===== config.mk =====
export PLATFORM = sky130hd
export DESIGN_NAME = sleep_wakeup_interrupt_control
export DESIGN_NICKNAME = d
export VERILOG_FILES = /design/src/shared/wake_irq_pkg.sv /design/src/rtl/sleep_wakeup_interrupt_control.sv
export SDC_FILE = /design/constraint.sdc
export NUM_CORES = 1
export LEC_CHECK = 0
export ABC_AREA = 1
export ABC_CLOCK_PERIOD_IN_PS = 1500
export BUFFER_PORTS_ARGS = -buffer_cell sky130_fd_sc_hd__buf_4
export CAP_MARGIN = 10
export CORE_MARGIN = 5
export CORE_UTILIZATION = 44
export CTS_CLUSTER_SIZE = 14
export DETAILED_ROUTE_END_ITERATION = 7
export GPL_TIMING_DRIVEN = 0
export PLACE_DENSITY = 0.74
export RECOVER_POWER = 25
export REMOVE_ABC_BUFFERS = 1
export SETUP_SLACK_MARGIN = 0.5
export SYNTH_ARGS = -nofsm -noshare
export SYNTH_HDL_FRONTEND = slang
export SYNTH_SLANG_ARGS = --single-unit

===== constraint.sdc =====
create_clock -name aclk -period 1.5 [get_ports aclk]
set_input_delay 0.375 -clock aclk [delete_from_list [all_inputs] [get_ports aclk]]
set_output_delay 0.375 -clock aclk [all_outputs]
set_load 0.01 [all_outputs]

===== src/shared/wake_irq_pkg.sv =====
// constants for the wake-up and interrupt dispatch block
package wake_irq_pkg;
  // register byte offsets
  localparam logic [4:0] OFS_IRQ_EN     = 5'h00;
  localparam logic [4:0] OFS_WAKE_EN    = 5'h04;
  localparam logic [4:0] OFS_FLAGS      = 5'h08;
  localparam logic [4:0] OFS_ADC_CTRL   = 5'h0c;
  localparam logic [4:0] OFS_VOLT       = 5'h10;
  localparam logic [4:0] OFS_WDOG       = 5'h14;
  localparam logic [4:0] OFS_STATUS     = 5'h18;
  // interrupt enable and flag bit positions
  localparam int BIT_OVERFLOW   = 0;
  localparam int BIT_PIN_CHANGE = 1;
  localparam int BIT_CONV       = 3;
  localparam int BIT_COMPARE    = 7;
  localparam logic [7:0] IRQ_MASK = 8'h8b;
  // wake enable bit positions
  localparam int WBIT_PIN_CHANGE = 0;
  localparam int WBIT_COMPARE    = 1;
  localparam int WBIT_CONV       = 2;
  localparam logic [7:0] WAKE_MASK = 8'h07;
  // voltage detect register bits
  localparam int VBIT_WAKE = 3;
  localparam int VBIT_IRQ  = 4;
  localparam int VBIT_FLAG = 6;
  // adc control, watchdog control, status bits
  localparam int ABIT_RUN       = 7;
  localparam int DBIT_WDOG_EN   = 7;
  localparam int SBIT_ASLEEP    = 0;
  localparam int SBIT_GLOBAL    = 1;
  localparam int SBIT_CLOCKS    = 2;
  // vectors
  localparam logic [7:0] VEC_RESET      = 8'h00;
  localparam logic [7:0] VEC_PIN_CHANGE = 8'h06;
  localparam logic [7:0] VEC_OVERFLOW   = 8'h09;
  localparam logic [7:0] VEC_CONV       = 8'h0c;
  localparam logic [7:0] VEC_COMPARE    = 8'h0f;
  localparam logic [7:0] VEC_LOW_VOLT   = 8'h18;
  // bus responses and reset values
  localparam logic [1:0] RESP_OKAY   = 2'h0;
  localparam logic [1:0] RESP_SLVERR = 2'h2;
  localparam logic [7:0] REG_RESET   = 8'h00;
  typedef enum logic [0:0] {ST_RUN = 1'b0, ST_SLEEP = 1'b1} power_state_t;
endpackage : wake_irq_pkg


===== src/rtl/sleep_wakeup_interrupt_control.sv =====
// wake-up and interrupt dispatch with axi4-lite register access
// Summary of operation
// - timer overflow, enable set, global off: set flag, continue next instruction
// - timer overflow, enable set, global on: set flag, vector 0x09; no sleep wake
// - sleep without conversion wake or irq enable: stop converter, clear running, no wake
// - sleep, conversion irq enable only: set flag, clear running, halt, stay asleep
// - conversion wake enable keeps clocks running in sleep, wakes on completion
// - conversion wake and irq enable, global off: wake, set flag, next instruction
// - conversion wake and irq enable, global on: set flag, vector 0x0c
// - normal mode conversion: no flag without enable; global off means flag only
// - comparator with both enables clear: no wake, no interrupt
// - sleep, comparator irq enable only: set flag, stay asleep
// - sleep, comparator wake only: wake, next instruction, no flag
// - comparator irq enable, global off: flag, next instruction; wakes if enabled
// - comparator irq enable, global on: flag and vector 0x0f, after wake
// - low-voltage events ignored when both its enables are clear
// - sleep, low-voltage irq enable only: set flag, stay asleep
// - sleep, low-voltage wake only: wake, next instruction
// - low-voltage irq enable, global off: flag, next instruction, wake if enabled
// - low-voltage irq enable, global on: flag and vector 0x18, after wake
// - enabled watchdog timeout: wake if asleep, reset to address 0x00
// - sleep, pin-change wake, irq enable, global on: wake, flag, vector 0x06
// - pin-change irq enable, global off: flag, next instruction, no vector
`timescale 1ns/1ps
`default_nettype none
module sleep_wakeup_interrupt_control
  import wake_irq_pkg::*;
#(
  parameter int ADDR_W = 5
) (
  input  wire logic              aclk,
  input  wire logic              aresetn,
  input  wire logic [ADDR_W-1:0] s_axi_awaddr,
  input  wire logic              s_axi_awvalid,
  output var  logic              s_axi_awready,
  input  wire logic [31:0]       s_axi_wdata,
  input  wire logic [3:0]        s_axi_wstrb,
  input  wire logic              s_axi_wvalid,
  output var  logic              s_axi_wready,
  output var  logic [1:0]        s_axi_bresp,
  output var  logic              s_axi_bvalid,
  input  wire logic              s_axi_bready,
  input  wire logic [ADDR_W-1:0] s_axi_araddr,
  input  wire logic              s_axi_arvalid,
  output var  logic              s_axi_arready,
  output var  logic [31:0]       s_axi_rdata,
  output var  logic [1:0]        s_axi_rresp,
  output var  logic              s_axi_rvalid,
  input  wire logic              s_axi_rready,
  input  wire logic              global_irq_on_instr,
  input  wire logic              global_irq_off_instr,
  input  wire logic              sleep_instr,
  input  wire logic              overflow_evt,
  input  wire logic              pin_change_evt,
  input  wire logic              conv_done_evt,
  input  wire logic              compare_evt,
  input  wire logic              low_volt_evt,
  input  wire logic              watchdog_timeout,
  output var  logic              wake,
  output var  logic              vector_req,
  output var  logic [7:0]        vector_addr,
  output var  logic              reset_req,
  output var  logic              conv_halt,
  output var  logic              asleep,
  output var  logic              clocks_run,
  output var  logic              conv_running
);

  if (ADDR_W < 5 || ADDR_W > 32)
  begin : g_bad_addr
    $error("ADDR_W must lie between 5 and 32");
  end

  typedef struct packed {
    power_state_t      state;
    logic              global_en;
    logic [7:0]        irq_en;
    logic [7:0]        wake_en;
    logic [7:0]        flags;
    logic              conv_run;
    logic              low_volt_wake_en;
    logic              low_volt_irq_en;
    logic              low_volt_flag;
    logic              watchdog_en;
    logic              wake;
    logic              vector_req;
    logic [7:0]        vector_addr;
    logic              reset_req;
    logic              conv_halt;
    logic              clocks_run;
    logic              awready;
    logic              wready;
    logic              arready;
    logic              bvalid;
    logic [1:0]        bresp;
    logic              rvalid;
    logic [31:0]       rdata;
    logic [1:0]        rresp;
    logic              aw_held;
    logic [ADDR_W-1:0] awaddr;
    logic              w_held;
    logic [7:0]        wdata;
    logic              wlane0;
  } state_t;

  state_t s;
  state_t next_s;

  function automatic logic [7:0] pick_vector(input logic [4:0] pend);
    logic [7:0] v;
    v = VEC_LOW_VOLT;
    if (pend[0])
      v = VEC_PIN_CHANGE;
    else if (pend[1])
      v = VEC_OVERFLOW;
    else if (pend[2])
      v = VEC_CONV;
    else if (pend[3])
      v = VEC_COMPARE;
    return v;
  endfunction : pick_vector

  function automatic logic [4:0] low_addr(input logic [ADDR_W-1:0] a);
    return a[4:0];
  endfunction : low_addr

  logic       in_sleep;
  logic       wdt_hit;
  logic       wake_hit;
  logic [7:0] flag_set;
  logic [4:0] pending;

  assign in_sleep = (s.state == ST_SLEEP);
  assign wdt_hit  = watchdog_timeout && s.watchdog_en;
  assign pending  = {s.low_volt_flag && s.low_volt_irq_en,
                     s.flags[BIT_COMPARE] && s.irq_en[BIT_COMPARE],
                     s.flags[BIT_CONV] && s.irq_en[BIT_CONV],
                     s.flags[BIT_OVERFLOW] && s.irq_en[BIT_OVERFLOW],
                     s.flags[BIT_PIN_CHANGE] && s.irq_en[BIT_PIN_CHANGE]};

  always_comb
  begin
    logic       wr_go;
    logic [4:0] wa;
    logic [4:0] ra;
    logic [7:0] clr;
    logic       volt_clr;
    logic       volt_set;
    wr_go    = 1'b0;
    wa       = 5'h00;
    ra       = 5'h00;
    clr      = 8'h00;
    volt_clr = 1'b0;
    volt_set = 1'b0;
    next_s   = s;
    next_s.wake       = 1'b0;
    next_s.vector_req = 1'b0;
    next_s.reset_req  = 1'b0;
    next_s.conv_halt  = 1'b0;

    // flags per source, timer stopped in sleep
    // overflow flag when enabled
    flag_set = 8'h00;
    flag_set[BIT_OVERFLOW]   = overflow_evt && !in_sleep && s.irq_en[BIT_OVERFLOW];
    flag_set[BIT_PIN_CHANGE] = pin_change_evt && s.irq_en[BIT_PIN_CHANGE];
    flag_set[BIT_CONV]       = conv_done_evt && s.irq_en[BIT_CONV];
    flag_set[BIT_COMPARE]    = compare_evt && s.irq_en[BIT_COMPARE];
    volt_set = low_volt_evt && s.low_volt_irq_en;

    wake_hit = in_sleep && ((pin_change_evt && s.wake_en[WBIT_PIN_CHANGE]) ||
                            (compare_evt && s.wake_en[WBIT_COMPARE]) ||
                            (conv_done_evt && s.wake_en[WBIT_CONV]) ||
                            (low_volt_evt && s.low_volt_wake_en) || wdt_hit);

    if (global_irq_on_instr)
      next_s.global_en = 1'b1;
    else if (global_irq_off_instr)
      next_s.global_en = 1'b0;

    if (conv_done_evt)
      next_s.conv_run = 1'b0;

    if (sleep_instr && !in_sleep && !wdt_hit)
    begin
      next_s.state = ST_SLEEP;
      if (s.conv_run && !s.wake_en[WBIT_CONV])
      begin
        next_s.conv_run  = 1'b0;
        next_s.conv_halt = 1'b1;
        flag_set[BIT_CONV] = s.irq_en[BIT_CONV];
      end
    end

    if (wake_hit)
    begin
      next_s.state = ST_RUN;
      next_s.wake  = 1'b1;
    end

    if (wdt_hit)
    begin
      next_s.reset_req   = 1'b1;
      next_s.vector_addr = VEC_RESET;
      next_s.global_en   = 1'b0;
    end
    // vector only in run with global on
    else if (!in_sleep && s.global_en && (pending != 5'h00))
    begin
      next_s.vector_req  = 1'b1;
      next_s.vector_addr = pick_vector(pending);
      next_s.global_en   = 1'b0;
    end

    // write channel capture, either order
    if (s_axi_awvalid && s.awready)
    begin
      next_s.aw_held = 1'b1;
      next_s.awaddr  = s_axi_awaddr;
    end
    if (s_axi_wvalid && s.wready)
    begin
      next_s.w_held = 1'b1;
      next_s.wdata  = s_axi_wdata[7:0];
      next_s.wlane0 = s_axi_wstrb[0];
    end
    if (s.bvalid && s_axi_bready)
      next_s.bvalid = 1'b0;

    if (next_s.aw_held && next_s.w_held && !next_s.bvalid)
    begin
      wr_go          = next_s.wlane0;
      wa             = low_addr(next_s.awaddr);
      next_s.aw_held = 1'b0;
      next_s.w_held  = 1'b0;
      next_s.bvalid  = 1'b1;
      next_s.bresp   = RESP_OKAY;
      if (wa != OFS_IRQ_EN && wa != OFS_WAKE_EN && wa != OFS_FLAGS &&
          wa != OFS_ADC_CTRL && wa != OFS_VOLT && wa != OFS_WDOG && wa != OFS_STATUS)
        next_s.bresp = RESP_SLVERR;
    end

    if (wr_go)
    begin
      if (wa == OFS_IRQ_EN)
        next_s.irq_en = next_s.wdata & IRQ_MASK;
      else if (wa == OFS_WAKE_EN)
        next_s.wake_en = next_s.wdata & WAKE_MASK;
      else if (wa == OFS_FLAGS)
        clr = next_s.wdata & IRQ_MASK;
      else if (wa == OFS_ADC_CTRL)
        next_s.conv_run = next_s.wdata[ABIT_RUN] && !conv_done_evt;
      else if (wa == OFS_VOLT)
      begin
        next_s.low_volt_wake_en = next_s.wdata[VBIT_WAKE];
        next_s.low_volt_irq_en  = next_s.wdata[VBIT_IRQ];
        volt_clr                = next_s.wdata[VBIT_FLAG];
      end
      else if (wa == OFS_WDOG)
        next_s.watchdog_en = next_s.wdata[DBIT_WDOG_EN];
    end

    next_s.flags         = (s.flags & ~clr) | flag_set;
    next_s.low_volt_flag = (s.low_volt_flag && !volt_clr) || volt_set;

    // read channel
    if (s.rvalid && s_axi_rready)
      next_s.rvalid = 1'b0;
    if (s_axi_arvalid && s.arready)
    begin
      ra            = low_addr(s_axi_araddr);
      next_s.rvalid = 1'b1;
      next_s.rresp  = RESP_OKAY;
      next_s.rdata  = 32'h0000_0000;
      if (ra == OFS_IRQ_EN)
        next_s.rdata[7:0] = s.irq_en;
      else if (ra == OFS_WAKE_EN)
        next_s.rdata[7:0] = s.wake_en;
      else if (ra == OFS_FLAGS)
        next_s.rdata[7:0] = s.flags;
      else if (ra == OFS_ADC_CTRL)
        next_s.rdata[ABIT_RUN] = s.conv_run;
      else if (ra == OFS_VOLT)
      begin
        next_s.rdata[VBIT_WAKE] = s.low_volt_wake_en;
        next_s.rdata[VBIT_IRQ]  = s.low_volt_irq_en;
        next_s.rdata[VBIT_FLAG] = s.low_volt_flag;
      end
      else if (ra == OFS_WDOG)
        next_s.rdata[DBIT_WDOG_EN] = s.watchdog_en;
      else if (ra == OFS_STATUS)
      begin
        next_s.rdata[SBIT_ASLEEP] = in_sleep;
        next_s.rdata[SBIT_GLOBAL] = s.global_en;
        next_s.rdata[SBIT_CLOCKS] = s.clocks_run;
      end
      else
        next_s.rresp = RESP_SLVERR;
    end

    next_s.awready = !next_s.aw_held && !next_s.bvalid;
    next_s.wready  = !next_s.w_held && !next_s.bvalid;
    next_s.arready = !next_s.rvalid;
    next_s.clocks_run = (next_s.state == ST_RUN) ||
                        (next_s.conv_run && next_s.wake_en[WBIT_CONV]);
  end

  always_ff @(posedge aclk)
  begin
    if (!aresetn)
    begin
      s            <= '0;
      s.state      <= ST_RUN;
      s.irq_en     <= REG_RESET;
      s.wake_en    <= REG_RESET;
      s.flags      <= REG_RESET;
      s.clocks_run <= 1'b1;
    end
    else
      s <= next_s;
  end

  assign s_axi_awready = s.awready;
  assign s_axi_wready  = s.wready;
  assign s_axi_bvalid  = s.bvalid;
  assign s_axi_bresp   = s.bresp;
  assign s_axi_arready = s.arready;
  assign s_axi_rvalid  = s.rvalid;
  assign s_axi_rdata   = s.rdata;
  assign s_axi_rresp   = s.rresp;
  assign wake          = s.wake;
  assign vector_req    = s.vector_req;
  assign vector_addr   = s.vector_addr;
  assign reset_req     = s.reset_req;
  assign conv_halt     = s.conv_halt;
  assign asleep        = in_sleep;
  assign clocks_run    = s.clocks_run;
  assign conv_running  = s.conv_run;
endmodule : sleep_wakeup_interrupt_control
`default_nettype wire


==> impl_metrics.yaml <==
route:
  route.final.wire_length_microns: 8970
  route.vias.total: 2941
  wl_per_cell_microns: 15.9
  drt_iter0_drc: 229
  detail_route.drc_violations: 0
  routed_via_density: 5.22
  drt_pass1_iterations: 4
  postRouteAntennaNets: 0
yosys:
  ys_async_sr_fraction: 0
  synth_top_cell_area_share: 0.394
  share_of_synthesized_area_occupied_by_flip_flops_and_latches: 0.394
  yosys_most_used_dff: "dfxtp_1"
  ys_seq_elements: 57
  syn-instance-count: 388
  syn-mean-instance-area_sq_um: 7.47
  synth.top_cells.by_area: "dfxtp_1 (39%), buf_4 (11%), nand2_1 (8.9%), nand3_1 (5.2%), nor2_1 (4.9%)"
  synth_edf_count: 0
  ys_warn_count: 0
  synth_cell_type_count: 41
  synthDominantAreaCellType: "dfxtp_1"
  mappedNetlistArea_sq_um: 2900
floorplan:
  design.core.area_sq_um: 6390
  start_util: 0.454
  die_w_microns: 91.2
  die_height_microns: 91.2
  fp.dieArea_sq_um: 8310
  ioPinCount: 118
  core.rowCount: 29
timing:
  period_minus_slack_ns: 1.58
  layout_worst_path_cycle_share: 1.05
  slew_viol_final: 0
  timing.clock.skew_ns: 0.00701
  clock.fmax_ghz: 0.634
  unrepaired_setup_endpoints_after_global_routing: "yes"
  post-route-worst-setup-slack_ns: -0.0778
  timing_hold_violations_final: 0
  timing.hold.ws_ns: 0.263
  finalSetupViolCount: 6
critical_path:
  crit_path_start_kind: "flip-flop"
  setup.worst_path.end: "clocks_run$_SDFF_PN1_"
  timing.critical_path.to_type: "flip-flop"
  slowest_stage_delay_cp_ns: 0.42
  rrSetupSlack_ns: -0.08
  critical_path_cell_count: 13
  worstPathCellList: "nand2_8, nand2_2, nand2_4, buf_12, nor2_4, nand3_4, nand2_2, inv_1, nand3_1, nand2_1, nand2_1, nand2_1, nand2_1"
  arrival_ns: 1.87
  path_class: "reg -> reg"
  r2r_cells: 13
  regToRegEndpoint: "clocks_run$_SDFF_PN1_"
  critical_path_buf_inv_count: 2
  crit_path_frequent_cell: "nand2_1"
  cp-startpoint: "s_axi_awready$_SDFF_PN0_"
  critical_path_peak_fanout: 8
  timing.critical_path.max_delay_family: "simple AND/OR/NAND/NOR gates"
  critPathSlowestCell: "dfxtp_4"
  critical_path_required_ns: 1.79
  rr_startpoint: "s_axi_awready$_SDFF_PN0_"
clock_network:
  cts.clk_slew.worst_paths_ns: 0.07
  clockRootBuffer: "clkbuf_8"
  clock_latency_ns: 0.35
  clock_sinks: 57
  htree_num_levels: 3
  cts_hold_buf: 0
  cts_inserted_buffers: 9
  cts_tree: "yes"
  max-clock-path-buffers: 2
final_layout:
  stdcell_area_sq_um: 4490
  area_growth_syn_to_layout_pct: 54.7
  finalNonFillerCells: 563
  antenna_cells_inserted: 0
  n_fill_cell: 447
  layout.core_utilization: 0.702
  fin_nets: 543
  drive_above_1_share: 0.547
place:
  postPlaceCellArea_sq_um: 3190
  placed_cells: 503
  detailed_place_hpwl_microns: 4830
  port_buffers: 59
  routabilityCongestion: 0.903
pwr:
  power.density_cell_area_nw_per_um2: 977
  power.ir.vdd_worst_v: 0.000713
  p_leak_nw: 2.09
global_route:
  antenna_found_initial: 0
  globalRoute.totalOverflow: 0
  grt_start_max_net_pins: 38
  grt_pass1_vias: 2632
  wire_length_of_the_first_global_routing_pass_microns: 12200
  grtUsageTotal: 0.179
hold_path:
  hold-path-cell-count: 2
  worstHoldPathType: "in -> reg"
run:
  drv.max_cap_violation_count: 0
outcome:
  status: "complete, but fails checks"
  violations: "setup timing"
==> stage by stage <==
| stage | TNS, ns | setup slack, ns | total power [W] |
|---|---|---|---|
| global placement | -7.34 | -0.455 | 0.00223 |
| finish | -0.131 | -0.0778 | 0.00438 |
| CTS | -0.000487 | -0.000487 | 0.00422 |
| detailed placement | -8.03 | -0.492 | 0.00224 |
| global route | -1.36 | -0.204 | 0.00453 |
| floorplan | -1.00 | -0.114 | 0.00203 |
==> sequential cells by signal, summed over array words and instances, names as in the netlist <==
register	count
s	31
s_axi_rdata	7
vector_addr	5
asleep	1
clocks_run	1
conv_halt	1
conv_running	1
reset_req	1
s_axi_arready	1
s_axi_awready	1
s_axi_bresp	1
s_axi_bvalid	1
s_axi_rresp	1
s_axi_rvalid	1
s_axi_wready	1
vector_req	1
wake	1
==> worst min path at each step <==
stage | slack, ns | from | end
after floorplan | 0.44 | s[73]$_SDFFE_PN0P_ | s[73]$_SDFFE_PN0P_
after global placement | 0.45 | s[73]$_SDFFE_PN0P_ | s[73]$_SDFFE_PN0P_
after detailed placement | 0.45 | s[73]$_SDFFE_PN0P_ | s[73]$_SDFFE_PN0P_
after CTS | 0.26 | global_irq_on_instr | s[99]$_SDFFE_PP0P_
after global routing | 0.27 | global_irq_on_instr | s[99]$_SDFFE_PP0P_
final | 0.26 | global_irq_on_instr | s[99]$_SDFFE_PP0P_
==> cell usage after synthesis, types with 2 or more instances <==
cell      number
nand4_1        3
nand3_1       30
nand3_2        2
buf_1          3
nand2_1       69
dfxtp_1       57
nor2_4         6
mux2i_1        2
buf_4         44
or2_2          5
o21ai_1        4
nor3_1         5
inv_2          5
nor2_1        38
o21ai_0       14
inv_1         37
a31oi_1        3
o21ai_2        2
nand2_4        2
nand2_2        9
a21oi_1       27
clkbuf_1       2
==> layout by cell type (no fill, tap or decap), types with 3 or more instances in the layout <==
master,n
a21oi_1,21
a21oi_2,4
a31oi_1,3
buf_12,3
buf_4,66
buf_6,32
bufinv_16,3
clkbuf_8,10
conb_1,30
dfxtp_1,22
dfxtp_2,30
dfxtp_4,5
inv_1,26
inv_2,12
inv_4,3
nand2_1,46
nand2_2,20
nand2_4,10
nand2_8,4
nand3_1,19
nand3_2,11
nand4_1,3
nor2_1,29
nor2_2,5
nor2_4,11
o21ai_1,9
o21ai_2,4
o21ai_4,5
or2_4,5
==> repair_timing <==
item / CTS / global route
gates resized for setup: 147 / 67
setup buffers: 28 / 15
hold endpoints to repair: 0 / 0
endpoints found under the setup margin: 80 / 83
cloned: 0 / 1
pin swaps: 25 / 24
==> where the power goes <==
part	leakage (nW)	total, W	switching, W	internal [W]
registers	0.482	0.00166	0.0000662	0.00159
logic	1.49	0.000940	0.000527	0.000413
clock network	0.120	0.00179	0.000641	0.00115
==> routing by layer <==
| layer | wire length, microns | global-route usage | part of all wire |
|---|---|---|---|
| met1 | 3310 | 0.209 | 0.37 |
| met4 | 416 | 0.0648 | 0.046 |
| met5 | 0 | 0 | 0 |
| met2 | 4590 | 0.303 | 0.51 |
| met3 | 657 | 0.0636 | 0.073 |
==> cell type report <==
cell class	count	area [sq um]	area share
Multi-Input combinational cell	267	1820	0.406
Sequential cell	57	1200	0.267
Timing Repair Buffer	102	931	0.208
Inverter	43	186	0.0416
Clock buffer	11	141	0.0315
Clock inverter	5	103	0.0229
Tap cell	77	96.3	0.0215
Timing Repair inverter	1	8.76	0.00195
==> cell families (layout without fill, tap and decap cells) <==
| logic type | Yosys count | after routing | synth area share |
|---|---|---|---|
| AOI/OAI and AO/OA | 60 | 60 | 0.118 |
| buffers and inverters | 93 | 162 | 0.179 |
| DFF | 57 | 57 | 0.394 |
| muxes | 2 | 2 | 0.00691 |
| other | 1 | 30 | 0.00129 |
| and+or+nand+nor | 175 | 175 | 0.301 |
Power figures use the tool's default switching activity.
